--- src/common/pio_pkg.sv ---
// Constants for the parallel port block with peripheral pad sharing
// Contract
// Enabled driving peripheral disables port driver
// Idle enabled peripheral lets port drive pin
// Three bits per pin: direction, latch, level
// Direction one means input, driver off
// Reset makes every implemented pin input
// Latch reads latch, latch write updates latch
// Level reads pins, level write updates latch
// Unimplemented bits disabled and read zero
// Input-only shared pins built without output mux
// Output mux pair, peripheral wins over port
// Analog-selected pins read low as level
// Analog pin driven as output converts own level
// Digital inputs never routed to converter
// Master waits one cycle before port read
// Port-owned pad: enable=~direction, data=latch
package pio_pkg;
  localparam int PORT_W = 16;
  localparam int ADR_W = 16;
  localparam int DAT_W = 32;
  // Register indices; byte address is four times the index
  localparam logic [ADR_W-1:0] DIR_IDX = 16'h02CC;
  localparam logic [ADR_W-1:0] LEVEL_IDX = 16'h02CE;
  localparam logic [ADR_W-1:0] LATCH_IDX = 16'h02D0;
  localparam logic [ADR_W-1:0] ANALOG_IDX = 16'h02A8;
  // Implemented bits of this port variant
  localparam logic [PORT_W-1:0] IMPL_MASK = 16'hE00A;
  // Bits whose pad is shared with a peripheral output
  localparam logic [PORT_W-1:0] SHARED_MASK = 16'hE000;
  localparam logic [PORT_W-1:0] DIR_RST = 16'hE00A;
  localparam logic [PORT_W-1:0] LATCH_RST = 16'h0000;
  localparam logic [PORT_W-1:0] ANALOG_RST = 16'h0000;
  localparam logic [DAT_W-1:0] UNMAPPED_DATA = 32'h0000_0000;
endpackage

--- src/rtl/parallel_io_port.sv ---
// Parallel port: direction, latch and level registers with pad mux
`timescale 1ns/10ps
module parallel_io_port (
  // Clock and reset
  input wire logic clk,
  input wire logic rst_n,
  // Wishbone slave
  input wire logic wb_cyc_i,
  input wire logic wb_stb_i,
  input wire logic wb_we_i,
  input wire logic [pio_pkg::ADR_W-1:0] wb_adr_i,
  input wire logic [3:0] wb_sel_i,
  input wire logic [pio_pkg::DAT_W-1:0] wb_dat_i,
  output logic [pio_pkg::DAT_W-1:0] wb_dat_o,
  output logic wb_ack_o,
  // Pads
  input wire logic [pio_pkg::PORT_W-1:0] pad_in,
  output logic [pio_pkg::PORT_W-1:0] pad_out,
  output logic [pio_pkg::PORT_W-1:0] pad_oe_n,
  // Peripheral output requests
  input wire logic [pio_pkg::PORT_W-1:0] periph_en,
  input wire logic [pio_pkg::PORT_W-1:0] periph_drive,
  input wire logic [pio_pkg::PORT_W-1:0] periph_out,
  // Converter side
  output logic [pio_pkg::PORT_W-1:0] adc_route,
  output logic [pio_pkg::PORT_W-1:0] adc_level
);

  logic [pio_pkg::PORT_W-1:0] dir_q;
  logic [pio_pkg::PORT_W-1:0] dir_d;
  logic [pio_pkg::PORT_W-1:0] latch_q;
  logic [pio_pkg::PORT_W-1:0] latch_d;
  logic [pio_pkg::PORT_W-1:0] level_q;
  logic [pio_pkg::PORT_W-1:0] level_d;
  logic [pio_pkg::PORT_W-1:0] analog_q;
  logic [pio_pkg::PORT_W-1:0] analog_d;
  logic [pio_pkg::DAT_W-1:0] rdata_q;
  logic [pio_pkg::DAT_W-1:0] rdata_d;
  logic ack_q;

  // Bus decode
  wire req_w = wb_cyc_i & wb_stb_i;
  wire fire_w = req_w & ack_q;
  wire wr_fire_w = fire_w & wb_we_i;
  wire hit_dir_w = (wb_adr_i == {pio_pkg::DIR_IDX[pio_pkg::ADR_W-3:0], 2'b00});
  wire hit_level_w = (wb_adr_i == {pio_pkg::LEVEL_IDX[pio_pkg::ADR_W-3:0], 2'b00});
  wire hit_latch_w = (wb_adr_i == {pio_pkg::LATCH_IDX[pio_pkg::ADR_W-3:0], 2'b00});
  wire hit_analog_w = (wb_adr_i == {pio_pkg::ANALOG_IDX[pio_pkg::ADR_W-3:0], 2'b00});
  wire hit_none_w = !(hit_dir_w || hit_level_w || hit_latch_w || hit_analog_w);
  wire [pio_pkg::PORT_W-1:0] lane_mask_w = {{8{wb_sel_i[1]}}, {8{wb_sel_i[0]}}};
  wire [pio_pkg::PORT_W-1:0] wdata_w = wb_dat_i[pio_pkg::PORT_W-1:0];

  // Byte-lane merge; unimplemented bits are forced to zero
  function automatic logic [pio_pkg::PORT_W-1:0] merge(
    input logic [pio_pkg::PORT_W-1:0] old_v,
    input logic [pio_pkg::PORT_W-1:0] new_v,
    input logic [pio_pkg::PORT_W-1:0] mask
  );
    merge = ((old_v & ~mask) | (new_v & mask)) & pio_pkg::IMPL_MASK;
  endfunction

  assign dir_d = (wr_fire_w && hit_dir_w) ? merge(dir_q, wdata_w, lane_mask_w) : dir_q;
  // Writes to the level view land in the latch
  assign latch_d = (wr_fire_w && (hit_latch_w || hit_level_w)) ?
                   merge(latch_q, wdata_w, lane_mask_w) : latch_q;
  assign analog_d = (wr_fire_w && hit_analog_w) ?
                    merge(analog_q, wdata_w, lane_mask_w) : analog_q;
  // Analog pins read low; unimplemented pins read zero
  assign level_d = pad_in & pio_pkg::IMPL_MASK & ~analog_q;

  // Read data sampled in the request cycle, shown with ack
  logic [pio_pkg::PORT_W-1:0] rsel_w;
  assign rsel_w = hit_dir_w ? dir_q :
                  hit_level_w ? level_q :
                  hit_latch_w ? latch_q :
                  hit_analog_w ? analog_q : '0;
  assign rdata_d = (req_w && !ack_q) ?
                   {{(pio_pkg::DAT_W-pio_pkg::PORT_W){1'b0}}, rsel_w} : rdata_q;

  always_ff @(posedge clk or negedge rst_n) begin
    if (!rst_n) begin
      dir_q <= pio_pkg::DIR_RST;
    end else begin
      dir_q <= dir_d;
    end
  end

  always_ff @(posedge clk or negedge rst_n) begin
    if (!rst_n) begin
      latch_q <= pio_pkg::LATCH_RST;
    end else begin
      latch_q <= latch_d;
    end
  end

  always_ff @(posedge clk or negedge rst_n) begin
    if (!rst_n) begin
      level_q <= '0;
    end else begin
      level_q <= level_d;
    end
  end

  always_ff @(posedge clk or negedge rst_n) begin
    if (!rst_n) begin
      analog_q <= pio_pkg::ANALOG_RST;
    end else begin
      analog_q <= analog_d;
    end
  end

  always_ff @(posedge clk or negedge rst_n) begin
    if (!rst_n) begin
      rdata_q <= pio_pkg::UNMAPPED_DATA;
    end else begin
      rdata_q <= rdata_d;
    end
  end

  always_ff @(posedge clk or negedge rst_n) begin
    if (!rst_n) begin
      ack_q <= 1'b0;
    end else begin
      ack_q <= req_w & ~ack_q;
    end
  end

  assign wb_ack_o = ack_q;
  assign wb_dat_o = rdata_q;

  // Pad output path, one slice per pin
  logic [pio_pkg::PORT_W-1:0] own_w;
  genvar i;
  generate
    for (i = 0; i < pio_pkg::PORT_W; i++) begin : g_pin
      if (!pio_pkg::IMPL_MASK[i]) begin : g_absent
        // Disabled pin: driver off, nothing driven
        assign own_w[i] = 1'b0;
        assign pad_oe_n[i] = 1'b1;
        assign pad_out[i] = 1'b0;

      end else if (pio_pkg::SHARED_MASK[i]) begin : g_shared
        // Peripheral only takes the pad while actively driving it
        assign own_w[i] = periph_en[i] & periph_drive[i];
        assign pad_oe_n[i] = own_w[i] ? 1'b0 : dir_q[i];
        assign pad_out[i] = own_w[i] ? periph_out[i] : latch_q[i];

      end else begin : g_dedicated
        // Input-only sharing needs no output mux
        assign own_w[i] = 1'b0;
        assign pad_oe_n[i] = dir_q[i];
        assign pad_out[i] = latch_q[i];

      end
    end
  endgenerate

  // Converter sees analog-selected pins only; driven pins give their own level
  assign adc_route = analog_q & pio_pkg::IMPL_MASK;
  assign adc_level = adc_route & ~pad_oe_n & pad_out;

  // Checks

  logic wrote_dir_q;
  always_ff @(posedge clk or negedge rst_n) begin
    if (!rst_n) begin
      wrote_dir_q <= 1'b0;
    end else if (wr_fire_w && hit_dir_w) begin
      wrote_dir_q <= 1'b1;
    end
  end
endmodule

--- config.mk ---
export PLATFORM = sky130hd
export DESIGN_NAME = parallel_io_port
export DESIGN_NICKNAME = d
export VERILOG_FILES = /design/src/common/pio_pkg.sv /design/src/rtl/parallel_io_port.sv
export SDC_FILE = /design/constraint.sdc
export NUM_CORES = 1
export LEC_CHECK = 0
export BUFFER_PORTS_ARGS = -buffer_cell sky130_fd_sc_hd__buf_4
export CAP_MARGIN = 40
export CORE_MARGIN = 4
export CORE_UTILIZATION = 31
export CTS_CLUSTER_SIZE = 30
export DETAILED_ROUTE_END_ITERATION = 6
export GPL_TIMING_DRIVEN = 0
export PLACE_DENSITY_LB_ADDON = 0.2
export SLEW_MARGIN = 5
export SYNTH_ARGS = -nofsm -noshare
export SYNTH_HDL_FRONTEND = slang
export SYNTH_SLANG_ARGS = --single-unit
--- constraint.sdc ---
create_clock -name clk -period 1.5 [get_ports clk]
set_input_delay 0.075 -clock clk [delete_from_list [all_inputs] [get_ports clk]]
set_output_delay 0.075 -clock clk [all_outputs]
set_load 0.02 [all_outputs]
==> impl_summary.log, run 1 <==
[metrics] outcome: finished, violations left
[metrics] failing checks: setup timing
[metrics] total negative slack for setup checks: -0.9269 ns
[metrics] Final Routed Wirelength: 5.210 mm
[metrics] Overall Power: 1.728 mW
[metrics] worst hold-check slack: 0.01759 ns
[metrics] highest clock frequency the design can meet: 624.5 MHz
[metrics] ant diodes: 0
[metrics] share of flip-flops with an asynchronous set or reset after synthesis: 1.000
[metrics] area occupied by registers: 656.9 sq um
[metrics] CTS max path bufs: 2
[metrics] boundary pin count: 218
[metrics] antenna violations before repair: 0
[metrics] unrepaired setup endpoints after global routing: true
[metrics] die span in y: 87.25 um
[metrics] drt first-iter violations: 31
[metrics] final setup slack of the worst path: -0.1013 ns
[metrics] number of setup violations in the final report: 15
[metrics] simple-gate share of the synthesized area: 0.1671
[metrics] main combinational cell family by area after synthesis: buffers and inverters
[metrics] Final Max Tran Viols: 0
[metrics] depth of the worst hold-timing path: 2
[metrics] register bit count reported by yosys: 26
[metrics] worst min path class: input port to flop
[metrics] routed len/inst: 12.14 um
[metrics] clock transition at the registers of the reported paths: 0.09 ns
[metrics] number of distinct standard cells referenced by the synthesized netlist: 34
[metrics] TritonCTS clock tree: yes
[metrics] startpoint of the tightest hold check path: pad_in[13]
[metrics] post-layout utilization of the core: 0.5061
[metrics] final hold violations: 0
[metrics] number of placement rows: 28
[metrics] post-layout instance area: 3032 sq um
[metrics] detailed-router iteration count before antenna repair: 4
[metrics] required time at the worst-slack endpoint: 1.70 ns
[metrics] xor-xnor portion of the synthesized cell area: 0
[metrics] Period minus WS final: 1.601 ns
[metrics] Placeable Area: 5991 sq um
[metrics] Peak VDD IR: 0.4827 mV
[metrics] DRC violations left: 0
[metrics] placer's final routability congestion estimate: 0.6993
[metrics] sort of element at the end of the critical path: flop
[metrics] nets@finish: 476
[metrics] Slew @ Worst Pin: 0.6214 ns
[metrics] destination of the worst hold path: level_q[13]
[metrics] port buffer count: 67
[metrics] final standard cell count with taps included and fillers excluded: 429
[metrics] static leakage: 1.664 nW
[metrics] pin count of the biggest net entering global routing: 27
[metrics] area of the multi-input gates: 1054 sq um
[metrics] normalized max-slew margin: 0.5857
[metrics] global-route wire length before repair: 7.514 mm
[metrics] Placed Area: 2844 sq um
[metrics] critical path class: input port to flop
[metrics] vias in the first global route: 1511
[metrics] antenna viol nets, final: 0
[metrics] switching share of total power: 0.3085
[metrics] die area: 7612 sq um
[metrics] number of enable flip-flop cells after synthesis: 0
[metrics] area grow syn2layout: 55.72%
[metrics] setup slack after placement: -0.5204 ns
[metrics] horizontal extent of the die: 87.25 um
[metrics] P_int: 1.195 mW
[metrics] number of cells in the design after placement: 419
[metrics] Flop pwr share: 0.431
[metrics] clock tree sinks: 26
[metrics] netlist area before placement: 1947 sq um
[metrics] number of CTS-inserted buffers: 3
[metrics] Gate power share: 0.339
[metrics] detailed placement HPWL: 4.318 mm
[metrics] Clk Latency, worst-skew pair: 0.27 ns
[metrics] post-synthesis share of cell area spent on full adders, half adders and majority gates: 0
[metrics] most used flip-flop cell after synthesis: sky130_fd_sc_hd__dfrtp_1
[metrics] max-capacitance violation count: 0
[metrics] share of the yosys chip area belonging to registers: 0.3374
[metrics] Setup Skew: 0.008889 ns
[metrics] CP max-delay cell: sky130_fd_sc_hd__or4b_4
[metrics] portion of the clock cycle consumed by the worst path in the final layout: 1.068
[metrics] number of inserted filler cells in the final layout: 593
[metrics] register-to-register setup slack: 0.05 ns
[metrics] GRT Resource Usage Total: 0.1253
[metrics] mux contribution to synthesized area: 0.1041
[metrics] slowest stage delay, CP: 0.62 ns
[metrics] synthesized instance count: 206
[metrics] net switching power figure: 0.5331 mW
[metrics] overall overflow remaining after global route: 0
[metrics] routed vias: 1690
[metrics] initial core utilization: 0.3250
[metrics] power density of the placed cells: 569.9 nW/um^2
[metrics] layout cell share with drive strength beyond 1: 0.5819
[metrics] crit path max fanout: 6
[metrics] cell chosen for the clock root: sky130_fd_sc_hd__clkbuf_8
[metrics] Clk network pwr share: 0.230
[metrics] R2R depth: 5
[metrics] arrival time at the worst endpoint: 1.80 ns
[metrics] Synth Warn #: 0
[metrics] cells along the critical path: buf_6 > or4b_4 > or4b_4 > buf_4 > a21oi_2 > a21oi_1 > a21oi_1
[metrics] Mapped Avg Cell Area: 9.451 sq um
[metrics] Compound-Gate Fraction of Synth Area: 0.08226
[metrics] launch instance of the worst register-to-register path: wb_ack_o
[metrics] vias per cell: 3.939
[metrics] kind of start point of the critical path: input port
[metrics] Max H-tree Level: 1
==> power by group through the flow <==
stage,clock network (mW),logic [mW],registers [mW]
finish,0.397,0.586,0.745
global route,0.439,0.630,0.748
CTS,0.412,0.572,0.745
detailed placement,0,0.554,0.757
global placement,0,0.552,0.758
floorplan,0,0.371,0.781
==> worst max-delay path by stage <==
stage	cells after the start	to	startpoint	slack [ns]
2_1_floorplan	6	wb_dat_o[15]	wb_adr_i[7]	-0.28
3_3_place_gp	5	wb_dat_o[1]	wb_adr_i[1]	-0.76
3_5_place_dp	7	wb_dat_o[14]	wb_adr_i[1]	-0.52
4_1_cts	6	wb_dat_o[15]	wb_adr_i[13]	-0.10
5_1_grt	6	wb_dat_o[15]	wb_adr_i[7]	-0.15
6_report	7	wb_dat_o[13]	wb_adr_i[7]	-0.10
==> cell usage after synthesis, types with 2 or more instances <==
master,n,share of area
sky130_fd_sc_hd__dfrtp_1,21,0.27
sky130_fd_sc_hd__a21oi_2,3,0.013
sky130_fd_sc_hd__conb_1,2,0.0039
sky130_fd_sc_hd__nor4b_1,2,0.0090
sky130_fd_sc_hd__or4bb_1,2,0.012
sky130_fd_sc_hd__inv_1,5,0.0096
sky130_fd_sc_hd__nor2b_1,6,0.019
sky130_fd_sc_hd__dfstp_2,5,0.067
sky130_fd_sc_hd__nor4_1,2,0.0064
sky130_fd_sc_hd__and3b_1,4,0.018
sky130_fd_sc_hd__a211oi_2,2,0.013
sky130_fd_sc_hd__clkbuf_1,2,0.0039
sky130_fd_sc_hd__nand2_1,11,0.021
sky130_fd_sc_hd__buf_4,75,0.29
sky130_fd_sc_hd__nor3_1,3,0.0077
sky130_fd_sc_hd__mux2_2,18,0.10
sky130_fd_sc_hd__and2_1,3,0.0096
sky130_fd_sc_hd__nor2_1,12,0.023
sky130_fd_sc_hd__a21oi_1,13,0.033
==> logic make-up (layout without fill, tap and decap cells) <==
kind of cell / after synthesis / after routing
flops: 26 / 26
simple gates: 54 / 54
other cells: 2 / 71
buf+inv: 83 / 162
compound gates: 23 / 23
mux: 18 / 18
==> cell usage in the layout, fill, tap and decap left out, types with 2 or more instances in the layout <==
cell type and instances:
sky130_fd_sc_hd__a211oi_2 2, sky130_fd_sc_hd__a21oi_1 10, sky130_fd_sc_hd__a21oi_2 6, sky130_fd_sc_hd__and2_1 3, sky130_fd_sc_hd__and3b_1 4, sky130_fd_sc_hd__buf_4 145
sky130_fd_sc_hd__buf_6 5, sky130_fd_sc_hd__clkbuf_1 2, sky130_fd_sc_hd__clkbuf_8 3, sky130_fd_sc_hd__conb_1 71, sky130_fd_sc_hd__dfrtp_1 21, sky130_fd_sc_hd__dfstp_2 5
sky130_fd_sc_hd__inv_1 4, sky130_fd_sc_hd__mux2_2 18, sky130_fd_sc_hd__nand2_1 10, sky130_fd_sc_hd__nor2_1 7, sky130_fd_sc_hd__nor2_2 2, sky130_fd_sc_hd__nor2_4 3
sky130_fd_sc_hd__nor2b_1 6, sky130_fd_sc_hd__nor3_2 2, sky130_fd_sc_hd__nor4b_1 2, sky130_fd_sc_hd__or4b_4 2
==> final cells by class <==
class / count / share of cell area
inverters: 5 / 0.006191
plain buffers: 76 / 0.1870
clock buffers: 4 / 0.01486
flip-flops and latches: 26 / 0.2167
multi-input cells: 166 / 0.3475
well taps: 75 / 0.03095
repair buffers: 77 / 0.1969
==> repair_timing <==
action,4_1_cts,5_1_grt
setup endpoints to repair,18,20
hold buffers,1,0
endpoints found under the hold margin,26,0
pin swaps,5,3
buffers inserted,4,3
gates resized for setup,21,5
==> critical path: cells and delay by family <==
| kind | cells | cell delay [ns] |
|---|---|---|
| and+or+nand+nor | 2 | 1.18 |
| buffers and inverters | 2 | 0.26 |
| AOI/OAI and AO/OA | 3 | 0.29 |
==> layer usage <==
layer	vias up	track usage	routed length [um]
li1	843	-	-
met1	741	0.1593	2087
met2	101	0.1986	2368
met3	5	0.04257	699
met4	0	0.04184	55
met5	-	0	0
No activity file was read; power rests on OpenSTA's default activity.
==> inputs of run 2 (changes only) <==
--- a/config.mk
+++ b/config.mk
@@ -5,12 +5,14 @@
 export SDC_FILE = /design/constraint.sdc
 export NUM_CORES = 1
 export LEC_CHECK = 0
+export ABC_AREA = 1
 export BUFFER_PORTS_ARGS = -buffer_cell sky130_fd_sc_hd__buf_4
 export CAP_MARGIN = 40
 export CORE_MARGIN = 4
-export CORE_UTILIZATION = 31
+export CORE_UTILIZATION = 33
 export CTS_CLUSTER_SIZE = 30
 export DETAILED_ROUTE_END_ITERATION = 6
+export GPL_ROUTABILITY_DRIVEN = 0
 export GPL_TIMING_DRIVEN = 0
 export PLACE_DENSITY_LB_ADDON = 0.2
 export SLEW_MARGIN = 5
==> impl_summary.log, run 2 <==
[metrics] kind of start point of the critical path: flop
[metrics] R2R depth: 4
[metrics] Final Max Tran Viols: 0
[metrics] DRC violations left: 0
[metrics] netlist area before placement: 2132 sq um
[metrics] number of distinct standard cells referenced by the synthesized netlist: 23
[metrics] arrival time at the worst endpoint: 1.52 ns
[metrics] Max H-tree Level: 1
[metrics] Post-synth top cells: sky130_fd_sc_hd__buf_4 (76), sky130_fd_sc_hd__nand2_1 (72), sky130_fd_sc_hd__inv_1 (36)
[metrics] net switching power figure: 0.4887 mW
[metrics] post-CTS setup buffer count: 0
[metrics] pin count of the biggest net entering global routing: 27
[metrics] antenna viol nets, final: 0
[metrics] initial core utilization: 0.3377
[metrics] register bit count reported by yosys: 26
[metrics] post-synth top area cell: sky130_fd_sc_hd__buf_4
[metrics] Overall Power: 1.608 mW
[metrics] Placeable Area: 6314 sq um
[metrics] cell chosen for the clock root: sky130_fd_sc_hd__clkbuf_8
[metrics] biggest area contributors in the synthesized netlist: sky130_fd_sc_hd__buf_4 (27%), sky130_fd_sc_hd__dfrtp_1 (25%), sky130_fd_sc_hd__nand2_1 (13%)
[metrics] layout cell share with drive strength beyond 1: 0.3959
[metrics] Period minus WS final: 1.322 ns
[metrics] area grow syn2layout: 43.31%
[metrics] number of inserted filler cells in the final layout: 655
[metrics] crit path max fanout: 6
[metrics] Flop pwr share: 0.443
[metrics] clock tree sinks: 26
[metrics] max-capacitance violation count: 0
[metrics] GRT Resource Usage Total: 0.1169
[metrics] overall overflow remaining after global route: 0
[metrics] worst min path class: input port to flop
[metrics] ant diodes: 0
[metrics] post-layout utilization of the core: 0.4839
[metrics] depth of the worst hold-timing path: 3
[metrics] CTS max path bufs: 2
[metrics] number of cells in the design after placement: 508
[metrics] number of CTS-inserted buffers: 3
[metrics] clock transition at the registers of the reported paths: 0.09 ns
[metrics] Synth Warn #: 0
[metrics] top library cells by usage in the layout, fill and taps aside: sky130_fd_sc_hd__buf_4 (143), sky130_fd_sc_hd__nand2_1 (72), sky130_fd_sc_hd__conb_1 (71)
[metrics] vias per cell: 3.712
[metrics] power density of the placed cells: 526.4 nW/um^2
[metrics] portion of the clock cycle consumed by the worst path in the final layout: 0.8810
[metrics] Mapped Avg Cell Area: 7.227 sq um
[metrics] detailed-router iteration count before antenna repair: 4
[metrics] Final Routed Wirelength: 4.812 mm
[metrics] total negative slack for setup checks: 0 ns
[metrics] setup slack after placement: 0.1701 ns
[metrics] CTS-repair resized insts: 0
[metrics] drt first-iter violations: 28
[metrics] final standard cell count with taps included and fillers excluded: 514
[metrics] TritonCTS clock tree: yes
[metrics] final hold violations: 0
[metrics] Clk network pwr share: 0.252
[metrics] final setup slack of the worst path: 0.1785 ns
[metrics] detailed placement HPWL: 4.142 mm
[metrics] number of setup violations in the final report: 0
[metrics] static leakage: 1.838 nW
[metrics] required time at the worst-slack endpoint: 1.70 ns
[metrics] outcome: complete, no violations
[metrics] nets@finish: 559
[metrics] boundary pin count: 218
[metrics] die span in y: 88.38 um
[metrics] critical path class: flop to flop
[metrics] Yosys top cell area share: 0.2676
[metrics] P_int: 1.120 mW
[metrics] Clk Latency, worst-skew pair: 0.27 ns
[metrics] cell with the most instances after synthesis: sky130_fd_sc_hd__buf_4
[metrics] highest clock frequency the design can meet: 756.7 MHz
[metrics] synthesized instance count: 295
[metrics] vias in the first global route: 1717
[metrics] most common cell after layout, fill and taps aside: sky130_fd_sc_hd__buf_4
[metrics] Setup Skew: 0.002665 ns
[metrics] Gate power share: 0.305
[metrics] share of the yosys chip area belonging to registers: 0.3081
[metrics] antenna violations before repair: 0
[metrics] routed len/inst: 9.362 um
[metrics] area of the multi-input gates: 1010 sq um
[metrics] total of hold buffers inserted after clock tree synthesis: 2
[metrics] global-route wire length before repair: 7.376 mm
[metrics] share of flip-flops with an asynchronous set or reset after synthesis: 1.000
[metrics] number of placement rows: 29
[metrics] area occupied by registers: 656.9 sq um
[metrics] horizontal extent of the die: 88.38 um
[metrics] sort of element at the end of the critical path: flop
[metrics] switching share of total power: 0.3038
[metrics] number of enable flip-flop cells after synthesis: 0
[metrics] most used flip-flop cell after synthesis: sky130_fd_sc_hd__dfrtp_1
[metrics] die area: 7811 sq um
[metrics] Peak VDD IR: 0.2489 mV
[metrics] port buffer count: 67
[metrics] unrepaired setup endpoints after global routing: false
[metrics] routed vias: 1908
## run 2: cell count changes after synthesis, sizes merged, moves of 6 or more
cell / before / now
nor2b: 6 / 0
nand2: 11 / 74
mux2: 18 / 0
nand3: 1 / 19
a21oi: 16 / 0
o21ai: 0 / 23
inv: 5 / 37
nor2: 12 / 26
## run 2: power by group through the flow
stage	clock, mW	combinational [mW]	sequential (mW)
global route	0.453	0.534	0.713
global placement	0	0.477	0.726
detailed placement	0	0.480	0.726
finish	0.405	0.491	0.712
CTS	0.422	0.485	0.712
floorplan	0	0.356	0.727
## run 2: final timing paths
kind,start,to,slack (ns)
max in group asynchronous,rst_n,asynchronous set/reset pin,0.97
min in group asynchronous,rst_n,asynchronous set/reset pin,0.23
setup reg to reg,wb_ack_o,flop,0.18
hold / removal,pad_in[1],level_q[1],0.008
hold reg to reg,wb_dat_o[1],wb_dat_o[1],0.48
setup / recovery,wb_ack_o,flop,0.18
## run 2: layout make-up
type | instances | area share
multi-input combinational | 223 | 0.3305
tap | 77 | 0.03153
clock buffer | 4 | 0.01474
inverter | 38 | 0.04668
buffer | 77 | 0.1904
sequential | 26 | 0.2150
timing repair buffer | 69 | 0.1712
## run 2: stage by stage
step	hold WS [ns]	area [sq um]
2_1_floorplan	-0.2206	2391
3_3_place_gp	0.001093	2990
3_5_place_dp	0.001405	2990
4_1_cts	0.001399	3055
5_1_grt	0.002945	3055
6_report	0.007704	3055
## run 2: cells by family after synthesis
group	Yosys count	share of synthesized area
other	2	0.003522
AO/OA/AOI/OAI	23	0.05575
buffers and inverters	115	0.3398
flip-flops	26	0.3081
AND/OR/NAND/NOR	129	0.2928
## run 2: metal layers
layer  wire [um]  part of all wire  vias up  track usage
met5           0                 0        -            0
li1            -                 -     1036            -
met1        1991              0.41      790       0.1383
met2        2253              0.47       80       0.2114
met4          24            0.0050        0      0.03297
met3         543              0.11        2      0.02607
## run 2: critical path, cell delays in order (launching register included)
cell                      delay [ns]
sky130_fd_sc_hd__dfrtp_1        0.37
sky130_fd_sc_hd__nand2_1        0.07
sky130_fd_sc_hd__nor2_2         0.36
sky130_fd_sc_hd__nand3_1        0.27
sky130_fd_sc_hd__o21ai_1        0.19
==> inputs of run 3 (changes only) <==
--- a/config.mk
+++ b/config.mk
@@ -15,6 +15,7 @@
 export GPL_ROUTABILITY_DRIVEN = 0
 export GPL_TIMING_DRIVEN = 0
 export PLACE_DENSITY_LB_ADDON = 0.2
+export SETUP_SLACK_MARGIN = 0.3
 export SLEW_MARGIN = 5
 export SYNTH_ARGS = -nofsm -noshare
 export SYNTH_HDL_FRONTEND = slang
==> impl_summary.log, run 3 (synthesized netlist as in run 2, its figures left out) <==
[metrics] port buffer count: 67
[metrics] Final Routed Wirelength: 4.910 mm
[metrics] area grow syn2layout: 50.76%
[metrics] most repeated library cell on the critical path: sky130_fd_sc_hd__buf_4
[metrics] number of placement rows: 29
[metrics] detailed-router iteration count before antenna repair: 4
[metrics] layout cell share with drive strength beyond 1: 0.4333
[metrics] GRT Resource Usage Total: 0.1172
[metrics] overall overflow remaining after global route: 0
[metrics] boundary pin count: 218
[metrics] setup slack after placement: 0.2598 ns
[metrics] Largest delay share family, worst path: flip-flops
[metrics] register-to-register setup slack: 0.38 ns
[metrics] final standard cell count with taps included and fillers excluded: 527
[metrics] kind of start point of the critical path: flop
[metrics] routed vias: 1978
[metrics] Clk Latency, worst-skew pair: 0.26 ns
[metrics] met2 Use GR: 0.2094
[metrics] total negative slack for setup checks: 0 ns
[metrics] TritonCTS clock tree: yes
[metrics] drt first-iter violations: 37
[metrics] DRC violations left: 0
[metrics] number of cells in the design after placement: 508
[metrics] Final Max Tran Viols: 0
[metrics] ant diodes: 0
[metrics] required time at the worst-slack endpoint: 1.42 ns
[metrics] Placeable Area: 6314 sq um
[metrics] nets@finish: 572
[metrics] horizontal extent of the die: 88.38 um
[metrics] number of CTS-inserted buffers: 3
[metrics] final hold violations: 0
[metrics] cells along the critical path: inv_2 > nand2_1 > o21ai_1 > inv_1 > buf_4 > buf_4
[metrics] CP max-delay cell: sky130_fd_sc_hd__dfrtp_1
[metrics] most common cell after layout, fill and taps aside: sky130_fd_sc_hd__buf_4
[metrics] Peak VDD IR: 0.3390 mV
[metrics] highest clock frequency the design can meet: 814.8 MHz
[metrics] met3 usage in global routing: 0.02421
[metrics] final setup slack of the worst path: 0.2727 ns
[metrics] die span in y: 88.38 um
[metrics] CTS max path bufs: 2
[metrics] met1 Track Usage GR: 0.1457
[metrics] pin count of the biggest net entering global routing: 27
[metrics] top library cells by usage in the layout, fill and taps aside: sky130_fd_sc_hd__buf_4 (152), sky130_fd_sc_hd__nand2_1 (71), sky130_fd_sc_hd__conb_1 (71)
[metrics] critical path class: flop to output pin
[metrics] antenna violations before repair: 0
[metrics] slowest stage delay, CP: 0.39 ns
[metrics] Setup Skew: 0.001625 ns
[metrics] power density of the placed cells: 502.7 nW/um^2
[metrics] portion of the clock cycle consumed by the worst path in the final layout: 0.8182
[metrics] antenna viol nets, final: 0
[metrics] detailed placement HPWL: 4.144 mm
[metrics] clock tree sinks: 26
[metrics] unrepaired setup endpoints after global routing: true
[metrics] sort of element at the end of the critical path: output pin
[metrics] static leakage: 1.916 nW
[metrics] clock transition at the registers of the reported paths: 0.09 ns
[metrics] vias per cell: 3.753
[metrics] initial core utilization: 0.3377
[metrics] cell chosen for the clock root: sky130_fd_sc_hd__clkbuf_8
[metrics] die area: 7811 sq um
[metrics] arrival time at the worst endpoint: 1.15 ns
[metrics] outcome: complete, no violations
[metrics] vias in the first global route: 1746
[metrics] routed len/inst: 9.317 um
[metrics] number of setup violations in the final report: 0
[metrics] global-route wire length before repair: 7.445 mm
[metrics] Period minus WS final: 1.227 ns
[metrics] crit path max fanout: 2
[metrics] number of buffer and inverter stages on the critical path: 4
[metrics] max-capacitance violation count: 0
[metrics] Max H-tree Level: 1
[metrics] highest-utilization routing layer at the global route stage: met2
[metrics] worst min path class: input port to flop
[run 3: per-layer routing]
| layer | up-vias | share of wire |
|---|---|---|
| met5 | - | 0 |
| met3 | 4 | 0.12 |
| met4 | 0 | 0.0071 |
| met2 | 90 | 0.48 |
| met1 | 817 | 0.39 |
| li1 | 1067 | - |
[run 3: final timing paths]
check | startpoint | endpoint | cells past startpoint
worst max-delay path | flop | pad_out[14] | 6
worst min-delay path | pad_in[3] | level_q[3] | 3
worst max register to register | wb_ack_o | flop | 6
worst min register to register | wb_dat_o[1] | wb_dat_o[1] | 2
max in group asynchronous | rst_n | asynchronous set/reset pin | 2
min in group asynchronous | rst_n | asynchronous set/reset pin | 2
[run 3: what timing repair did]
item / CTS / global route
gates resized for setup: 7 / 11
endpoints found under the hold margin: 26 / 1
hold buffers: 1 / 1
setup endpoints to repair: 11 / 20
buffers inserted: 8 / 5
pin swaps: 3 / 3
[run 3: layout make-up]
cell class	instances	area, sq um
fill	653	3099
multi-input combinational	223	1047
clock buffer	4	45.04
tap	77	96.34
buffer	77	581.8
timing repair buffer	82	644.4
inverter	38	142.6
sequential	26	656.9
[run 3: stage by stage]
step                hold slack, ns  area (sq um)  total power [mW]  utilization
detailed placement        0.002526          2995             1.207       0.4744
floorplan                  -0.2206          2396             1.084            -
global route             -0.002214          3214             1.703       0.5091
global placement         0.0007875          2995             1.204       0.4744
finish                    0.009407          3214             1.616       0.5091
CTS                       0.004293          3126             1.618       0.4950
[run 3: worst reg2reg max path: stages, from the launching register on]
cell	delay [ns]
sky130_fd_sc_hd__dfrtp_1	0.40
sky130_fd_sc_hd__nand2_2	0.08
sky130_fd_sc_hd__nor2_4	0.16
sky130_fd_sc_hd__buf_12	0.15
sky130_fd_sc_hd__nand3_4	0.11
sky130_fd_sc_hd__nand2_1	0.07
sky130_fd_sc_hd__o21ai_1	0.06
[run 3: where the power goes]
| group | total [mW] | switching (mW) | internal (mW) |
|---|---|---|---|
| clock network | 0.402 | 0.213 | 0.190 |
| registers | 0.713 | 0.00360 | 0.709 |
| logic | 0.501 | 0.275 | 0.225 |
| total | 1.62 | 0.491 | 1.12 |
